--- config.mk ---
export PLATFORM = sky130hd
export DESIGN_NAME = transmit_pulse_template_sequencer
export DESIGN_NICKNAME = d
export VERILOG_FILES = /design/src/rtl/tx_pulse_pkg.sv /design/src/rtl/sample_tick_divider.sv /design/src/rtl/line_output_stage.sv /design/src/rtl/transmit_pulse_template_sequencer.sv
export VERILOG_INCLUDE_DIRS = /design/src /design/src/rtl
export SDC_FILE = /design/constraint.sdc
export NUM_CORES = 1
export LEC_CHECK = 0
export BUFFER_PORTS_ARGS = -buffer_cell sky130_fd_sc_hd__buf_2
export CORE_MARGIN = 2
export CORE_UTILIZATION = 55
export CTS_BUF_LIST = sky130_fd_sc_hd__clkbuf_4 sky130_fd_sc_hd__clkbuf_8 sky130_fd_sc_hd__clkbuf_16
export DETAILED_ROUTE_END_ITERATION = 8
export GPL_ROUTABILITY_DRIVEN = 1
export PLACE_DENSITY = 0.76
export SYNTH_ARGS = -nofsm -noshare
export SYNTH_HDL_FRONTEND = slang
export SYNTH_HIERARCHICAL = 1
export SYNTH_SLANG_ARGS = --single-unit
--- constraint.sdc ---
create_clock -name ref_clk -period 4.6 [get_ports ref_clk]
set_clock_uncertainty 0.05 [all_clocks]
set_input_delay 0.92 -clock ref_clk [delete_from_list [all_inputs] [get_ports ref_clk]]
set_output_delay 0.92 -clock ref_clk [all_outputs]
set_load 0.01 [all_outputs]
--- src/rtl/tx_pulse_cfg.svh ---
// Constants for the transmit pulse template sequencer.
// Assumes inclusion by bare name from every file that needs them.
`ifndef TX_PULSE_CFG_SVH
`define TX_PULSE_CFG_SVH

// Register offsets on the plain register port.
`define PT_CONFIG_ADDR  8'h15
`define PT_INDEX_ADDR   8'h16
`define PT_DATA_ADDR    8'h17

// Field positions inside the configuration register.
`define PT_ENABLE_BIT   0
`define PT_ACTIVE_BIT   1

// Reset values.
`define PT_ENABLE_RST   1'b0
`define PT_INDEX_RST    3'h0
`define PT_WORD_RST     4'h0

// Sequence shape: entries 0..3 form the body, 4..7 the tail.
`define PT_BODY_LAST    3'h3
`define PT_TAIL_LAST    3'h7

// Reference clock cycles per high-speed sample clock period.
`define PT_SAMPLE_DIV   4'h2

`endif

--- src/rtl/tx_pulse_pkg.sv ---
// Types shared by the transmit pulse template sequencer files.
// Assumes nothing beyond a SystemVerilog compiler.
package tx_pulse_pkg;

    typedef logic [3:0] amp_word_t;

    typedef enum logic [3:0] {
        ST_IDLE  = 4'h1,
        ST_ARMED = 4'h2,
        ST_BODY  = 4'h4,
        ST_TAIL  = 4'h8
    } seq_state_e;

    // Drive toward one line output amplifier.
    typedef struct packed {
        logic      ground;
        amp_word_t code;
    } line_drive_s;

endpackage : tx_pulse_pkg

--- src/rtl/sample_tick_divider.sv ---
// Divider that makes the high-speed sample clock as a one-cycle enable.
// Assumes a single reference clock and a synchronous active-high reset.
`timescale 1ns/1ps
`default_nettype none
`include "tx_pulse_cfg.svh"

module sample_tick_divider
(
    // Clock and reset.
    input  wire logic ref_clk,
    input  wire logic rst,
    // Sample clock falling-edge strobe.
    output logic      sample_tick
);

    logic [3:0] count_q;

    always_ff @(posedge ref_clk)
    begin
        if (rst || count_q == `PT_SAMPLE_DIV - 4'h1)
            count_q <= 4'h0;
        else
            count_q <= count_q + 4'h1;
    end

    assign sample_tick = (count_q == `PT_SAMPLE_DIV - 4'h1);

endmodule : sample_tick_divider
`default_nettype wire

--- src/rtl/line_output_stage.sv ---
// One line output amplifier stage: either drives a code or grounds the line.
// Assumes the sequencer never asks both stages to drive at once.
`timescale 1ns/1ps
`default_nettype none
`include "tx_pulse_cfg.svh"

module line_output_stage
(
    // Clock and reset.
    input  wire logic                    ref_clk,
    input  wire logic                    rst,
    // Request from the sequencer.
    input  wire logic                    drive,
    input  wire tx_pulse_pkg::amp_word_t word,
    // Registered drive to the converter and amplifier.
    output tx_pulse_pkg::line_drive_s    line_out
);

    always_ff @(posedge ref_clk)
    begin
        if (rst)
        begin
            line_out.ground <= 1'b1;
            line_out.code   <= `PT_WORD_RST;
        end
        else
        begin
            // The code goes straight to the converter: 0 is no output, 15 full swing.
            line_out.ground <= ~drive;
            line_out.code   <= drive ? word : `PT_WORD_RST;
        end
    end

endmodule : line_output_stage
`default_nettype wire

--- src/rtl/transmit_pulse_template_sequencer.sv ---
// Transmit pulse template sequencer: template table, register port, sequencing.
// Assumes line clock and pulse inputs synchronous to ref_clk, 20 MHz.
`timescale 1ns/1ps
`default_nettype none
`include "tx_pulse_cfg.svh"

module transmit_pulse_template_sequencer
(
    // Clock and reset.
    input  wire logic                 ref_clk,
    input  wire logic                 rst,
    // Register port.
    input  wire logic [7:0]           reg_addr,
    input  wire logic [7:0]           reg_wdata,
    input  wire logic                 reg_wr,
    input  wire logic                 reg_rd,
    output logic      [7:0]           reg_rdata,
    // Transmit side.
    input  wire logic                 transmit_line_clock,
    input  wire logic                 pulse_pos,
    input  wire logic                 pulse_neg,
    // Line outputs toward the converter and amplifiers.
    output tx_pulse_pkg::line_drive_s positive_line_output,
    output tx_pulse_pkg::line_drive_s negative_line_output
);

    ////////////////////////////////////////////////////////////////////////////////
    // Register file and template table.

    tx_pulse_pkg::amp_word_t table_q [0:7];
    logic [2:0]              index_q;
    logic                    template_enable_q;
    logic                    wr_cfg;
    logic                    wr_index;
    logic                    wr_data;
    logic                    seq_active;
    tx_pulse_pkg::seq_state_e state_q;
    logic [2:0]              step_q;

    assign wr_cfg   = reg_wr && reg_addr == `PT_CONFIG_ADDR;
    assign wr_index = reg_wr && reg_addr == `PT_INDEX_ADDR;
    assign wr_data  = reg_wr && reg_addr == `PT_DATA_ADDR;

    always_ff @(posedge ref_clk)
    begin
        if (rst)
            template_enable_q <= `PT_ENABLE_RST;
        else if (wr_cfg)
            template_enable_q <= reg_wdata[`PT_ENABLE_BIT];
    end

    // Only three bits of the index are kept; upper bits read back as zero.
    always_ff @(posedge ref_clk)
    begin
        if (rst)
            index_q <= `PT_INDEX_RST;
        else if (wr_index)
            index_q <= reg_wdata[2:0];
    end

    always_ff @(posedge ref_clk)
    begin
        if (rst)
        begin
            for (int i = 0; i < 8; i++)
                table_q[i] <= `PT_WORD_RST;
        end
        else if (wr_data)
            table_q[index_q] <= reg_wdata[3:0];
    end

    assign seq_active = (state_q != tx_pulse_pkg::ST_IDLE);

    always_ff @(posedge ref_clk)
    begin
        if (rst)
            reg_rdata <= 8'h00;
        else if (reg_rd)
        begin
            case (reg_addr)
                `PT_CONFIG_ADDR: reg_rdata <= {6'h00, seq_active, template_enable_q};
                `PT_INDEX_ADDR:  reg_rdata <= {5'h00, index_q};
                `PT_DATA_ADDR:   reg_rdata <= {4'h0, table_q[index_q]};
                default:         reg_rdata <= 8'h00;
            endcase
        end
        else
            reg_rdata <= 8'h00;
    end

    ////////////////////////////////////////////////////////////////////////////////
    // Sequencing.

    logic lclk_q;
    logic lclk_fall;
    logic sample_tick;
    logic pol_neg_q;
    logic body_drive;
    logic tail_drive;
    tx_pulse_pkg::amp_word_t sel_word;

    sample_tick_divider u_divider
    (
        .ref_clk     (ref_clk),
        .rst         (rst),
        .sample_tick (sample_tick)
    );

    always_ff @(posedge ref_clk)
    begin
        if (rst)
            // Low at reset, so a line clock already low never reads as a falling edge.
            lclk_q <= 1'b0;
        else
            lclk_q <= transmit_line_clock;
    end

    assign lclk_fall = lclk_q && !transmit_line_clock;

    // A new falling edge restarts the sequence, or drops to idle without a single pulse request, so a late tail never delays a pulse.
    always_ff @(posedge ref_clk)
    begin
        if (rst)
        begin
            state_q   <= tx_pulse_pkg::ST_IDLE;
            step_q    <= 3'h0;
            pol_neg_q <= 1'b0;
        end
        else if (!template_enable_q)
        begin
            state_q <= tx_pulse_pkg::ST_IDLE;
            step_q  <= 3'h0;
        end
        else if (lclk_fall)
        begin
            if (pulse_pos ^ pulse_neg)
            begin
                state_q   <= tx_pulse_pkg::ST_ARMED;
                pol_neg_q <= pulse_neg;
            end
            else
                state_q <= tx_pulse_pkg::ST_IDLE;
            step_q <= 3'h0;
        end
        else if (sample_tick)
        begin
            case (state_q)
                tx_pulse_pkg::ST_IDLE:
                    state_q <= tx_pulse_pkg::ST_IDLE;
                tx_pulse_pkg::ST_ARMED:
                begin
                    state_q <= tx_pulse_pkg::ST_BODY;
                    step_q  <= 3'h0;
                end
                tx_pulse_pkg::ST_BODY:
                begin
                    if (step_q == `PT_BODY_LAST)
                        state_q <= tx_pulse_pkg::ST_TAIL;
                    step_q <= step_q + 3'h1;
                end
                tx_pulse_pkg::ST_TAIL:
                begin
                    if (step_q == `PT_TAIL_LAST)
                    begin
                        state_q <= tx_pulse_pkg::ST_IDLE;
                        step_q  <= 3'h0;
                    end
                    else
                        step_q <= step_q + 3'h1;
                end
                default:
                begin
                    state_q <= tx_pulse_pkg::ST_IDLE;
                    step_q  <= 3'h0;
                end
            endcase
        end
    end

    assign sel_word   = table_q[step_q];
    assign body_drive = (state_q == tx_pulse_pkg::ST_BODY);
    assign tail_drive = (state_q == tx_pulse_pkg::ST_TAIL);

    // Polarity chooses which amplifier carries body and which the tail.
    line_output_stage u_pos_stage
    (
        .ref_clk  (ref_clk),
        .rst      (rst),
        .drive    (pol_neg_q ? tail_drive : body_drive),
        .word     (sel_word),
        .line_out (positive_line_output)
    );

    line_output_stage u_neg_stage
    (
        .ref_clk  (ref_clk),
        .rst      (rst),
        .drive    (pol_neg_q ? body_drive : tail_drive),
        .word     (sel_word),
        .line_out (negative_line_output)
    );
endmodule : transmit_pulse_template_sequencer
`default_nettype wire

==> flow_metrics.tcl <==
set metrics [dict create \
    outcome "finished clean" \
    drv_slew 0 \
    crit_slowest_cell "nor4_2" \
    crit_required_ns 4.58 \
    setup_viol 0 \
    syn_to_final_growth_pct 11.3 \
    synth_simple_gate_area_frac 0.214 \
    path_clk_slew_ns 0.07 \
    synth_ff_type "dfxtp_1" \
    leakagePower_uw 0.00143 \
    post-cts-setup-buffers 0 \
    r2r-start "u_divider/count_q[0]" \
    n_antenna_cell 0 \
    synthTopCellsByCount "37 x dfxtp_1, 32 x and2_1, 32 x edfxtp_1" \
    worstMarginPinSlew_ns 0.763 \
    cts_made_buffers 9 \
    hold_violations 0 \
    fp.coreArea_um2 5890 \
    die-area_um2 6670 \
    fin_hold_ws_ns 0.456 \
    synth_edf_count 32 \
    cts-htree-levels 3 \
    tritoncts "done" \
    die_x_um 81.6 \
    rsz0062_at_grt "false" \
    hpwl_um 4580 \
    start_kind "input pin" \
    yosys_register_bits 69 \
    synthMuxAreaShare 0.163 \
    drtAntennaViolNets 0 \
    dr.pass1.iters 4 \
    die_h_um 81.6 \
    finalSetupTns_ns 0 \
    grt_max_degree 32 \
    pin_count 41 \
    ctsHoldBuffers 0 \
    drc 0 \
    critPathKind "in2reg" \
    worst_skew_pair.late_latency_ns 0.33 \
    overflow 0 \
    holdPathStages 1 \
    crit_fanout 31 \
    vdd_drop_max_uv 188 \
    synth_top_area_share 0.290 \
    placement.io_buffers 32 \
    relSlewSlack 0.490 \
    vias 2150 \
    fin_crit_sh 0.517 \
    synth_area_um2 3320 \
    layout-drive-gt1-share 0.219 \
    wl_per_cell_um 16.6 \
    path_buf_inv 1 \
    worstSetupEndpointType "flip-flop" \
    hold_start "u_divider/count_q[0]" \
    cp_cell_sequence "buf_2 > nor2b_1 > nand4_1 > nor4_2 > or2_1" \
    start_util 0.563 \
    synth-adder-area-share 0.0189 \
    maxCapViolations 0 \
    synth.most_common_cell "dfxtp_1" \
    avgViaCountPerCell 5.70 \
    powerDensity_nw_per_um2 338 \
    min_to "u_divider/count_q[0]" \
    gp_congestion 0.832 \
    synth_compound_area_frac 0.0464 \
    root_buffer "clkbuf_8" \
    synth_top_family_by_area "simple AND/OR/NAND/NOR gates" \
    fill_cells 452 \
    cts_sinks 69 \
    grt_pass1_vias 1978 \
    r2r_setup_slack_ns 2.55 \
    row_count 28 \
    max_freq_mhz 420 \
    crit_path_max_incr_delay_ns 0.44 \
    ys_seq_area_frac 0.513 \
    cp.arrival_ns 2.36 \
    yosys.area.top_type "edfxtp_1" \
    yosysWarnings 6 \
    syn_inst 269 \
    avgSynthCellArea_um2 12.3 \
    antenna_found_initial 0 \
    nets 326 \
    cts-resized-gates 0 \
    fin_crit_ns 2.38 \
    drt_iter0_markers 74 \
    track_usage 0.204 \
    routed_wl_um 6260 \
    grt_pass1_wl_um 9780 \
    cts_buffer_depth 2 \
    rr_worst_depth 6 \
    path_delay_family "simple AND/OR/NAND/NOR gates" \
    hold_path.class "reg2reg" \
    yosys.area_share.xor_xnor 0.00792 \
    synth_cell_types 44 \
    cp.depth 5 \
    ys_top_cells_by_area "edfxtp_1 29%, dfxtp_1 22%, mux4_2 6.8%" \
    synthArstFlopShare 0 \
]
[how the worst max path moves through the flow]
stage | end | slack (ns) | startpoint
detailed placement | table_q[5][1] | 1.88 | rst
global placement | table_q[4][0] | 1.94 | rst
global route | table_q[5][0] | 2.09 | rst
CTS | table_q[5][2] | 2.23 | rst
floorplan | table_q[1][0] | 2.35 | reg_addr[5]
finish | table_q[4][0] | 2.22 | rst
[layout make-up]
| type | count | area, um^2 | area share |
|---|---|---|---|
| Inverter | 5 | 18.8 | 0.00508 |
| Timing Repair Buffer | 32 | 160 | 0.0434 |
| Multi-Input combinational cell | 181 | 1510 | 0.409 |
| Clock inverter | 5 | 76.3 | 0.0207 |
| Clock buffer | 10 | 131 | 0.0356 |
| Tap cell | 75 | 93.8 | 0.0254 |
| Sequential cell | 69 | 1700 | 0.461 |
[where the power goes]
group / leakage [uW] / internal [uW] / switching [uW] / total, uW
combinational: 0.000704 / 28.6 / 38.3 / 66.8
sequential: 0.000626 / 655 / 10.2 / 665
clock: 0.000103 / 306 / 209 / 515
[flip-flops by register name, summed over array words and instances (netlist names), named ones only]
name                  cells
state_q                   4
template_enable_q         1
index_q                   3
u_divider/count_q         4
u_pos_stage/line_out      5
u_neg_stage/line_out      5
table_q                  32
pol_neg_q                 1
step_q                    3
lclk_q                    1
reg_rdata                 4
[placed cells by master, fill, tap and decap left out, types with 3 or more instances in the layout]
master	n
mux4_1	6
mux4_2	10
edfxtp_1	32
inv_1	5
nand3b_1	3
clkbuf_8	9
or2_1	8
conb_1	4
dfxtp_1	37
nor2_1	18
nand2b_1	6
a21oi_1	8
mux2_2	6
mux2i_1	9
buf_2	32
and2_1	32
nand4_1	5
nand3_1	6
nor3_1	7
ha_1	5
nand4b_1	3
nand2_1	4
o21ai_0	4
and3b_1	8
nor2b_1	8
[logic make-up (layout without fill, tap and decap cells)]
family | Yosys count | in the layout
and+or+nand+nor | 115 | 115
muxes | 31 | 31
adders and majority gates | 5 | 5
buffers and inverters | 22 | 52
xor gates and xnor gates | 3 | 3
AOI/OAI and AO/OA | 23 | 23
other | 1 | 4
DFF | 69 | 69
[layer usage]
metal  up-vias  global-route usage  share of wire
met5         -                   0              0
met4         0              0.0867          0.013
met3         6              0.0407          0.059
met2        73               0.339           0.49
met1      1025               0.261           0.44
li1       1046                   -              -
[stage by stage]
step | power, uW | setup slack (ns) | cell area (um^2) | utilization | std cells
floorplan | 721 | 2.35 | 3330 | - | 272
global placement | 743 | 1.94 | 3480 | 0.592 | 362
detailed placement | 745 | 1.88 | 3480 | 0.592 | 362
CTS | 1250 | 2.23 | 3690 | 0.627 | 377
global route | 1290 | 2.09 | 3690 | 0.627 | 377
finish | 1250 | 2.22 | 3690 | 0.627 | 377
No activity file was read; power rests on OpenSTA's default activity.
